`src/rtl/macro_cmd_cfg.svh`:
```
// Function codes, position mode, stream and high resolution mode values of the macro command dispatcher
`ifndef MACRO_CMD_CFG_SVH
`define MACRO_CMD_CFG_SVH
`define FC_BORDER_COLOR      16'h0207
`define FC_ERROR_THRESHOLD   16'h0119
`define FC_IRQ_ENABLE        16'h0104
`define FC_STREAM_SELECT     16'h0213
`define FC_VIDEO_STANDARD    16'h0305
`define FC_WINDOW_GEOMETRY   16'h0606
`define FC_STILL_SINGLE      16'h000C
`define FC_STILL_START       16'h020C
`define FC_STILL_MULTI       16'h040C
`define FC_SECTOR_DUMP       16'h0314
`define FC_FREEZE            16'h0010
`define FC_PAUSE             16'h000E
`define FC_PLAY              16'h000D
`define FC_PLAY_RANGE        16'h040D
`define FC_SCAN              16'h000A
`define FC_ONE_PICTURE       16'h000B
`define FC_REDUCED_RATE      16'h0109
`define FC_AUDIO_SILENCE     16'h8118
`define FC_BUFFER_DISCARD    16'h8002
`define FC_FILL_LEVEL_QUERY  16'h8001
`define FC_REINIT            16'h8000
`define POS_MODE_BYTE        8'h02
`define STREAM_NORMAL_RES    8'hE1
`define STREAM_HIGH_RES      8'hE2
`define HIRES_MODE_BLANK     1'b0
`define HIRES_MODE_OVERWRITE 1'b1
`endif

```
`src/rtl/macro_cmd_pkg.sv`:
```
// Types shared by the macro command dispatcher
package macro_cmd_pkg;
    typedef enum logic [2:0] {
        CS_IDLE       = 3'h0,
        CS_PLAY_SETUP = 3'h1,
        CS_STILL      = 3'h2,
        CS_FREEZE     = 3'h3,
        CS_PAUSE      = 3'h4,
        CS_PLAYING    = 3'h5
    } cmd_state_type;

    typedef enum logic [1:0] {
        GRP_SET     = 2'h0,
        GRP_PLAY    = 2'h1,
        GRP_CONTROL = 2'h2,
        GRP_NONE    = 2'h3
    } group_type;

    typedef enum logic [1:0] {
        DISP_LIVE      = 2'h0,
        DISP_FROZEN    = 2'h1,
        DISP_BLANK     = 2'h2,
        DISP_OVERWRITE = 2'h3
    } disp_type;

    typedef struct packed {
        logic [15:0] code;
        logic [15:0] start1;
        logic [15:0] start2;
        logic [15:0] stop1;
        logic [15:0] stop2;
    } cmd_type;
endpackage : macro_cmd_pkg
```
`src/rtl/macro_cmd_dispatch.sv`:
```
// Macro command sorter and still-picture sequencer
`include "macro_cmd_cfg.svh"

// What this block does
// - Settings commands are accepted in any state and never change the state
// - Settings leave decoding alone; only video standard flags transcoding
// - Playback commands change state, suspend further playback commands, enter playback setup
// - Control commands are accepted in any state at high priority
// - Decode border colour 0207, error threshold 0119, irq enable 0104
// - Decode stream select 0213, video standard 0305, window 0606
// - Decode still codes 000C single, 020C from start, 040C slide show
// - Decode sector dump 0314, freeze 0010, pause 000E
// - Decode play 000D, play range 040D, intra scan 000A
// - Decode one picture 000B and reduced rate 0109
// - 8118, 8002, 8001 are high priority and keep the state
// - 8000 reinitialises the device and changes the state
// - Single still flushes, decodes next intra picture, shows it, then freezes
// - Normal resolution keeps display frozen until decoding completes
// - High resolution overwrite shows picture top to bottom while decoding
// - High resolution blanking blanks display as decoding starts
// - High resolution after normal resolution video blanks at once
// - Still from start decodes from the position, ends after first still
// - Slide show decodes stills until stop; audio starts at first unit
// - Default high resolution transition comes from a configuration bit
module macro_cmd_dispatch
(
    input  wire logic                  ref_clk_i,
    input  wire logic                  rst_n_i,
    input  wire logic                  cmd_valid_i,
    input  wire macro_cmd_pkg::cmd_type cmd_i,
    input  wire logic                  hires_mode_cfg_i,
    input  wire logic                  pic_done_i,
    input  wire logic                  pic_hires_i,
    input  wire logic                  audio_unit_i,
    input  wire logic                  stop_reached_i,
    output logic                       cmd_ready_o,
    output logic                       cmd_error_o,
    output logic [2:0]                 cmd_state_o,
    output logic [1:0]                 group_o,
    output logic [15:0]                set_code_o,
    output logic                       set_strobe_o,
    output logic                       transcode_check_o,
    output logic [15:0]                ctrl_code_o,
    output logic                       ctrl_strobe_o,
    output logic                       reinit_o,
    output logic                       accept_bitstream_o,
    output logic                       flush_o,
    output logic                       decode_run_o,
    output logic                       audio_run_o,
    output logic [1:0]                 display_o,
    output logic [63:0]                position_o
);

    // ****************************************
    // Decoding
    // ****************************************
    function automatic macro_cmd_pkg::group_type classify(input logic [15:0] c);
        case (c)
            `FC_BORDER_COLOR, `FC_ERROR_THRESHOLD, `FC_IRQ_ENABLE,
            `FC_STREAM_SELECT, `FC_VIDEO_STANDARD, `FC_WINDOW_GEOMETRY,
            `FC_AUDIO_SILENCE:
                classify = macro_cmd_pkg::GRP_SET;
            `FC_STILL_SINGLE, `FC_STILL_START, `FC_STILL_MULTI, `FC_SECTOR_DUMP,
            `FC_FREEZE, `FC_PAUSE, `FC_PLAY, `FC_PLAY_RANGE, `FC_SCAN,
            `FC_ONE_PICTURE, `FC_REDUCED_RATE:
                classify = macro_cmd_pkg::GRP_PLAY;
            `FC_BUFFER_DISCARD, `FC_FILL_LEVEL_QUERY, `FC_REINIT:
                classify = macro_cmd_pkg::GRP_CONTROL;
            default:
                classify = macro_cmd_pkg::GRP_NONE;
        endcase
    endfunction : classify

    macro_cmd_pkg::cmd_state_type state;
    macro_cmd_pkg::cmd_state_type next_state;
    logic        busy;
    logic [15:0] active_code;
    logic        last_hires;
    logic        hires_mode;
    logic        cfg_meta;
    logic        cfg_sync;

    wire macro_cmd_pkg::group_type grp = classify(cmd_i.code);
    wire take       = cmd_valid_i && (!busy || grp != macro_cmd_pkg::GRP_PLAY);
    // Control and the mute setting bypass a suspended command queue
    wire hi_prio    = cmd_i.code[15];
    wire is_set     = take && grp == macro_cmd_pkg::GRP_SET;
    wire is_play    = take && grp == macro_cmd_pkg::GRP_PLAY;
    wire is_ctrl    = take && grp == macro_cmd_pkg::GRP_CONTROL;
    wire is_reinit  = is_ctrl && cmd_i.code == `FC_REINIT;
    wire is_bad     = cmd_valid_i && grp == macro_cmd_pkg::GRP_NONE;
    wire is_still   = is_play && cmd_i.code[7:0] == 8'h0C;
    wire still_act  = state == macro_cmd_pkg::CS_STILL;
    wire multi      = active_code == `FC_STILL_MULTI;
    wire pos_ok     = cmd_i.start2[7:0] == `POS_MODE_BYTE;
    wire pic_end    = still_act && pic_done_i;
    wire still_fin  = pic_end && (!multi || stop_reached_i);

    // ****************************************
    // Command state
    // ****************************************
    always_comb
    begin
        next_state = state;
        case (state)
            macro_cmd_pkg::CS_PLAY_SETUP:
                next_state = (active_code[7:0] == 8'h0C) ? macro_cmd_pkg::CS_STILL
                           : (active_code == `FC_FREEZE)  ? macro_cmd_pkg::CS_FREEZE
                           : (active_code == `FC_PAUSE)   ? macro_cmd_pkg::CS_PAUSE
                           : macro_cmd_pkg::CS_PLAYING;
            macro_cmd_pkg::CS_STILL:
                if (still_fin)
                    next_state = macro_cmd_pkg::CS_FREEZE;
            default:
                next_state = state;
        endcase
        if (is_play)
            next_state = macro_cmd_pkg::CS_PLAY_SETUP;
        if (is_reinit)
            next_state = macro_cmd_pkg::CS_IDLE;
    end

    always_ff @(posedge ref_clk_i or negedge rst_n_i)
    begin
        if (!rst_n_i)
        begin
            state       <= macro_cmd_pkg::CS_IDLE;
            active_code <= 16'h0000;
            busy        <= 1'b0;
        end
        else
        begin
            state <= next_state;
            if (is_play)
                active_code <= cmd_i.code;
            // Playback commands hold off further ones until setup finishes
            busy <= is_play ? 1'b1 : (is_reinit ? 1'b0 : (busy && state == next_state
                    && state == macro_cmd_pkg::CS_PLAY_SETUP));
        end
    end

    // Configuration strap is a pin: synchronise before use
    always_ff @(posedge ref_clk_i or negedge rst_n_i)
    begin
        if (!rst_n_i)
        begin
            cfg_meta <= 1'b0;
            cfg_sync <= 1'b0;
        end
        else
        begin
            cfg_meta <= hires_mode_cfg_i;
            cfg_sync <= cfg_meta;
        end
    end

    // ****************************************
    // Outputs
    // ****************************************
    logic [1:0] next_display;
    always_comb
    begin
        next_display = display_o;
        if (is_still)
            next_display = macro_cmd_pkg::DISP_FROZEN;
        else if (still_act && pic_hires_i)
        begin
            if (!last_hires || hires_mode == `HIRES_MODE_BLANK)
                next_display = macro_cmd_pkg::DISP_BLANK;
            else
                next_display = macro_cmd_pkg::DISP_OVERWRITE;
        end
        if (pic_end)
            next_display = macro_cmd_pkg::DISP_LIVE;
        else if (is_play && !is_still)
            next_display = macro_cmd_pkg::DISP_LIVE;
    end

    always_ff @(posedge ref_clk_i or negedge rst_n_i)
    begin
        if (!rst_n_i)
        begin
            cmd_ready_o        <= 1'b0;
            cmd_error_o        <= 1'b0;
            cmd_state_o        <= 3'h0;
            group_o            <= 2'h3;
            set_code_o         <= 16'h0000;
            set_strobe_o       <= 1'b0;
            transcode_check_o  <= 1'b0;
            ctrl_code_o        <= 16'h0000;
            ctrl_strobe_o      <= 1'b0;
            reinit_o           <= 1'b0;
            accept_bitstream_o <= 1'b0;
            flush_o            <= 1'b0;
            decode_run_o       <= 1'b0;
            audio_run_o        <= 1'b0;
            display_o          <= 2'h0;
            position_o         <= 64'h0;
            last_hires         <= 1'b0;
            hires_mode         <= 1'b0;
        end
        else
        begin
            cmd_ready_o        <= !(busy || is_play) || is_reinit;
            cmd_error_o        <= is_bad;
            cmd_state_o        <= next_state;
            group_o            <= cmd_valid_i ? grp : group_o;
            set_strobe_o       <= is_set;
            set_code_o         <= is_set ? cmd_i.code : set_code_o;
            transcode_check_o  <= is_set && cmd_i.code == `FC_VIDEO_STANDARD;
            ctrl_strobe_o      <= is_ctrl || (is_set && hi_prio);
            ctrl_code_o        <= (is_ctrl || is_set && hi_prio) ? cmd_i.code : ctrl_code_o;
            reinit_o           <= is_reinit;
            accept_bitstream_o <= next_state != macro_cmd_pkg::CS_IDLE
                               && next_state != macro_cmd_pkg::CS_PAUSE;
            flush_o            <= is_still || (is_ctrl && cmd_i.code == `FC_BUFFER_DISCARD);
            decode_run_o       <= next_state == macro_cmd_pkg::CS_STILL
                               || next_state == macro_cmd_pkg::CS_PLAYING
                               || next_state == macro_cmd_pkg::CS_FREEZE;
            audio_run_o        <= is_reinit ? 1'b0
                               : (still_act && multi && !still_fin)
                                  ? (audio_run_o || audio_unit_i)
                               : (next_state == macro_cmd_pkg::CS_FREEZE
                                  || next_state == macro_cmd_pkg::CS_PLAYING);
            display_o          <= next_display;
            if (is_play && pos_ok)
                position_o <= {cmd_i.start1, cmd_i.start2, cmd_i.stop1, cmd_i.stop2};
            if (pic_end)
                last_hires <= pic_hires_i;
            else if (is_play && !is_still)
                last_hires <= 1'b0;
            if (is_still || state == macro_cmd_pkg::CS_IDLE)
                hires_mode <= cfg_sync;
        end
    end

    // ****************************************
    // Assertions
    // ****************************************
    property p_set_keeps_state;
        @(posedge ref_clk_i) disable iff (!rst_n_i)
        (is_set && !busy && state != macro_cmd_pkg::CS_PLAY_SETUP
         && state != macro_cmd_pkg::CS_STILL) |=> cmd_state_o == $past(state);
    endproperty
    a_set_keeps_state: assert property (p_set_keeps_state)
        else $error("Settings command changed state");

    property p_transcode_only_video;
        @(posedge ref_clk_i) disable iff (!rst_n_i)
        transcode_check_o |-> set_code_o == `FC_VIDEO_STANDARD && set_strobe_o;
    endproperty
    a_transcode_only_video: assert property (p_transcode_only_video)
        else $error("Transcode flag from wrong command");

    property p_play_setup;
        @(posedge ref_clk_i) disable iff (!rst_n_i)
        (is_play && !is_reinit) |=> cmd_state_o == 3'h1 && accept_bitstream_o && !cmd_ready_o;
    endproperty
    a_play_setup: assert property (p_play_setup)
        else $error("Playback command did not enter setup");

    property p_ctrl_any_state;
        @(posedge ref_clk_i) disable iff (!rst_n_i)
        (cmd_valid_i && grp == macro_cmd_pkg::GRP_CONTROL) |=> ctrl_strobe_o;
    endproperty
    a_ctrl_any_state: assert property (p_ctrl_any_state)
        else $error("Control command refused");

    property p_reinit;
        @(posedge ref_clk_i) disable iff (!rst_n_i)
        (cmd_valid_i && cmd_i.code == `FC_REINIT) |=> reinit_o && cmd_state_o == 3'h0;
    endproperty
    a_reinit: assert property (p_reinit)
        else $error("Reinit did not reset state");

    property p_still_flush;
        @(posedge ref_clk_i) disable iff (!rst_n_i)
        is_still |=> flush_o ##1 (cmd_state_o == 3'h2 || reinit_o);
    endproperty
    a_still_flush: assert property (p_still_flush)
        else $error("Still did not flush and decode");

    property p_still_freeze;
        @(posedge ref_clk_i) disable iff (!rst_n_i)
        (still_fin && !cmd_valid_i) |=> cmd_state_o == 3'h3 && audio_run_o;
    endproperty
    a_still_freeze: assert property (p_still_freeze)
        else $error("Still did not end frozen");

    property p_normal_frozen;
        @(posedge ref_clk_i) disable iff (!rst_n_i)
        (still_act && !pic_hires_i && !pic_done_i && !cmd_valid_i
         && display_o == 2'h1) |=> display_o == 2'h1;
    endproperty
    a_normal_frozen: assert property (p_normal_frozen)
        else $error("Normal still display not frozen");

    property p_blank_after_normal;
        @(posedge ref_clk_i) disable iff (!rst_n_i)
        (still_act && pic_hires_i && !last_hires && !pic_done_i && !cmd_valid_i)
            |=> display_o == 2'h2;
    endproperty
    a_blank_after_normal: assert property (p_blank_after_normal)
        else $error("No blank after normal resolution");

    c_still:    cover property (@(posedge ref_clk_i) is_still ##[1:20] still_fin);
    c_multi:    cover property (@(posedge ref_clk_i) still_act && multi && audio_unit_i);
    c_overwrite: cover property (@(posedge ref_clk_i) display_o == 2'h3);
    c_reinit:   cover property (@(posedge ref_clk_i) is_reinit);

endmodule : macro_cmd_dispatch

```
`config.mk`:
```
export PLATFORM = sky130hd
export DESIGN_NAME = macro_cmd_dispatch
export DESIGN_NICKNAME = d
export VERILOG_FILES = /design/src/rtl/macro_cmd_pkg.sv /design/src/rtl/macro_cmd_dispatch.sv
export VERILOG_INCLUDE_DIRS = /design/src /design/src/rtl
export SDC_FILE = /design/constraint.sdc
export NUM_CORES = 1
export LEC_CHECK = 0
export CAP_MARGIN = 20
export CORE_UTILIZATION = 50
export DETAILED_ROUTE_END_ITERATION = 6
export DONT_BUFFER_PORTS = 1
export SLEW_MARGIN = 20
export SYNTH_ARGS = -nofsm -noshare
export SYNTH_HDL_FRONTEND = slang
export SYNTH_SLANG_ARGS = --single-unit
```
`constraint.sdc`:
```
create_clock -name ref_clk_i -period 2.2 [get_ports ref_clk_i]
set_clock_uncertainty 0.15 [all_clocks]
set_input_delay 0.33 -clock ref_clk_i [delete_from_list [all_inputs] [get_ports ref_clk_i]]
set_output_delay 0.33 -clock ref_clk_i [all_outputs]
set_load 0.01 [all_outputs]
```
==> results.yml <==
outcome:
  status: "finished, violations left"
  violations: "negative hold slack, negative setup slack"
finish:
  drive_gt1_share_pct: 23.35
  syn_to_final_growth_pct: 34.34
  nFillCells: 708
  multi_input_area_um2: 2107
  stdcell_count: 667
  seq_area_um2: 3356
  final_nets: 606
  insertedDiodeCount: 0
logic_synthesis:
  synth-edff-count: 0
  yosysWarnings: 0
  ys_async_sr_fraction_pct: 100.0
  ys_seq_area_share_pct: 61.08
  synthesis.area_um2: 5494
  avgSynthCellArea_um2: 13.37
  synth_cell_types: 52
  ys.flop_type: "dfrtp_1"
  ys_seq_elements: 134
  synth_nets: 499
  synth_cells: 411
routing:
  drtIter0Drc: 191
  wl_per_cell_um: 19.84
  drt_pass1_iterations: 4
  num_vias: 3719
  avgViaCountPerCell: 5.576
  drcViolationCount: 0
  drtAntennaViolNets: 0
  wirelength_um: 13240
clocking:
  clkSlewWorstSetupHoldPaths_ns: 0.06
  cts_hold_buf: 71
  cts_sinks: 134
  numCtsBuffers: 17
  cts_buffer_depth: 2
  htree_levels: 4
  root_buffer: "clkbuf_8"
  clock_latency_ns: 0.52
  cts_tree: "yes"
timing:
  finalCritPeriodShare_pct: 100.6
  min_period_ns: 2.214
  maxClockFrequency_mhz: 451.6
  tightest_slew_ns: 0.4861
  setup_viol: 7
  setup_slack_ns: -0.01429
  final_max_slew_viol_count: 0
  hold_viol: 134
  hold_slack_ns: -0.6478
  slew_headroom_pct: 67.53
  rsz0062_at_grt: "true"
critical_path:
  worst_ep_arrival_time_ns: 2.46
  crit_path_max_fanout: 26
  reg2reg_to: "accept_bitstream_o"
  endpoint_kind: "flip-flop"
  reg2reg_depth: 7
  crit_path_start_kind: "primary input"
  cp.required_ns: 2.45
  r2r_start: "active_code[0]"
  regToRegSetupSlack_ns: 0.14
  crit_type: "primary input to flip-flop"
global_routing:
  grt_max_degree: 135
  grt_use_total_pct: 24.52
  antenna_found_initial: 0
  grt_pass1_vias: 3970
  overflow: 0
  grt_first_pass_wirelength_um: 21090
flow_run:
  maxCapViolCount: 0
power_and_ir_drop:
  p_sw_share_pct: 19.17
  comb_power_share_pct: 3.4
  p_per_area_nw_per_um2: 795.5
  power_frac_clock_pct: 54.1
  switching_power_mw: 1.126
  power_frac_seq_pct: 42.5
  ir_drop_uv: 469.4
  intPower_mw: 4.746
  finalPower_mw: 5.871
  p_leak_nw: 3.595
floorplanning:
  die_area_um2: 11410
  die_w_um: 106.8
  floorplan.core_area_um2: 10510
  start_util_pct: 52.28
  fp.dieH_um: 106.8
  io_pins: 201
  fp-row-count: 37
worst_hold_path:
  min_path_type: "primary input to asynchronous set/reset pin"
place:
  io_buffer_count: 0
  dpl.hpwl_um: 8194
  place_inst: 563
  place_congestion: 0.8522
routing by layer:
metal	up-vias	wire (um)	GRT usage (%)
met5	-	0	0
met4	0	292	11.64
met3	22	1067	8.207
met2	161	6464	39.17
met1	1856	5411	29.95
li1	1680	-	-
power by group through the flow:
stage	Sequential [mW]	Clock, mW	Combinational, mW
2_1_floorplan	2.54	0	0.0746
3_3_place_gp	2.54	0	0.0817
3_5_place_dp	2.54	0	0.0828
4_1_cts	2.49	3.25	0.195
5_1_grt	2.49	3.35	0.215
6_report	2.49	3.18	0.201
through the flow:
step	TNS, ns	util, %	area, um^2	setup slack, ns	hold WS [ns]
after global placement	-50.34	56.38	5924	-0.6267	-0.1133
after detailed placement	-50.56	56.38	5924	-0.6537	-0.1131
after CTS	-0.4277	69.64	7318	-0.03205	-0.6748
after global routing	-2.737	70.23	7381	-0.08599	-0.6777
after floorplan	-49.62	-	5589	-0.6441	-0.1156
final	-0.04208	70.23	7381	-0.01429	-0.6478
synth_stat cells, types with 2 or more instances:
library cell    n  area, um^2
or3_1           2       12.51
a31oi_1         3       18.77
nand2b_1        6       37.54
or4_1           2       15.01
buf_4           2       15.01
nand2_1        12       45.04
dfrtp_1       132        3303
inv_1           8       30.03
nor3b_1         3       22.52
nor2_1         14       52.55
mux2_1         52       585.6
clkbuf_1        7       26.28
and4b_1         2       20.02
dfstp_2         2       52.55
nand4b_1        6       52.55
a21oi_1        10       50.05
o21ba_2         3       30.03
o2111ai_1       2       17.52
and2_1         14       87.58
nand3_1         2       10.01
and4_1          4       35.03
buf_6           5       56.30
nor4b_1         3       26.28
o21ai_0         9       45.04
a211oi_1        2       15.01
buf_1           2       7.510
buf_2           5       25.02
or4b_2          2       20.02
mux2_2         21       236.5
o21bai_1        3       22.52
a21o_1          2       15.01
nor4_1          7       43.79
nor3_1         11       55.05
nand4_1         4       25.02
nor2b_1        25       156.4
xor2_1          2       17.52
and3_1          4       25.02
mux2i_1         2       20.02
what timing repair did:
action / CTS / global route
endpoints found under the hold margin: 220 / 134
pin swaps: 0 / 1
gates resized for setup: 2 / 14
gates cloned: 0 / 0
endpoints found under the setup margin: 56 / 62
buffers inserted: 1 / 0
sequential cells by signal, indices dropped and copies added (netlist names), 2 cells and up:
signal,cells
cmd_state_o,3
display_o,2
set_code_o,16
position_o,64
group_o,2
ctrl_code_o,16
active_code,16
layout by cell type (no fill, tap or decap), types with 3 or more instances in the layout:
cell type	netlist	layout
dfrtp_1	132	132
dlygate4sd3_1	0	71
mux2_1	52	45
buf_4	2	33
nor2b_1	25	25
mux2_2	21	20
clkbuf_16	0	16
and2_1	14	14
nor2_1	14	13
nand2_1	12	12
nor3_1	11	10
inv_1	8	8
o21ai_0	9	8
a21oi_1	10	8
mux2_4	0	8
nand2b_1	6	6
nand4b_1	6	6
bufinv_16	0	6
nand4_1	4	4
nor4_1	7	4
and4_1	4	4
buf_12	0	4
nor4_4	1	3
nor3b_1	3	3
nor4b_1	3	3
and3_1	4	3
a31oi_1	3	3
o21bai_1	3	3
o21ba_2	3	3
clkbuf_8	0	3
worst max-delay path, stage by stage:
cell      delay [ns]
nor4_4          0.28
nand3_1         0.12
or4b_4          0.55
a311oi_4        0.32
and3_4          0.30
buf_12          0.20
mux2_1          0.35
worst max-delay path by stage:
stage / startpoint / to / slack [ns] / cells past startpoint
after detailed placement: cmd_i[77] / position_o[61] / -0.65 / 7
after CTS: cmd_i[77] / position_o[61] / -0.03 / 7
after global placement: cmd_i[77] / position_o[6] / -0.63 / 7
final: cmd_i[69] / position_o[61] / -0.01 / 7
after floorplan: cmd_i[77] / position_o[0] / -0.64 / 9
after global routing: cmd_i[77] / position_o[63] / -0.09 / 7
cell type report:
| class | count | area share [%] |
|---|---|---|
| tap | 136 | 2.305 |
| multi-input combinational | 248 | 28.55 |
| timing repair buffer | 109 | 14.22 |
| inverter | 8 | 0.4068 |
| clock buffer | 20 | 6.035 |
| clock inverter | 12 | 3.017 |
| sequential | 134 | 45.47 |
kinds of logic after synthesis:
logic type	after synthesis	share of synthesized area [%]
DFF	134	61.08
xor gates and xnor gates	2	0.3189
muxes	75	15.33
buffers and inverters	29	2.915
AOI/OAI and AO/OA	42	5.625
and+or+nand+nor	129	14.73
Power figures use the tool's default switching activity.
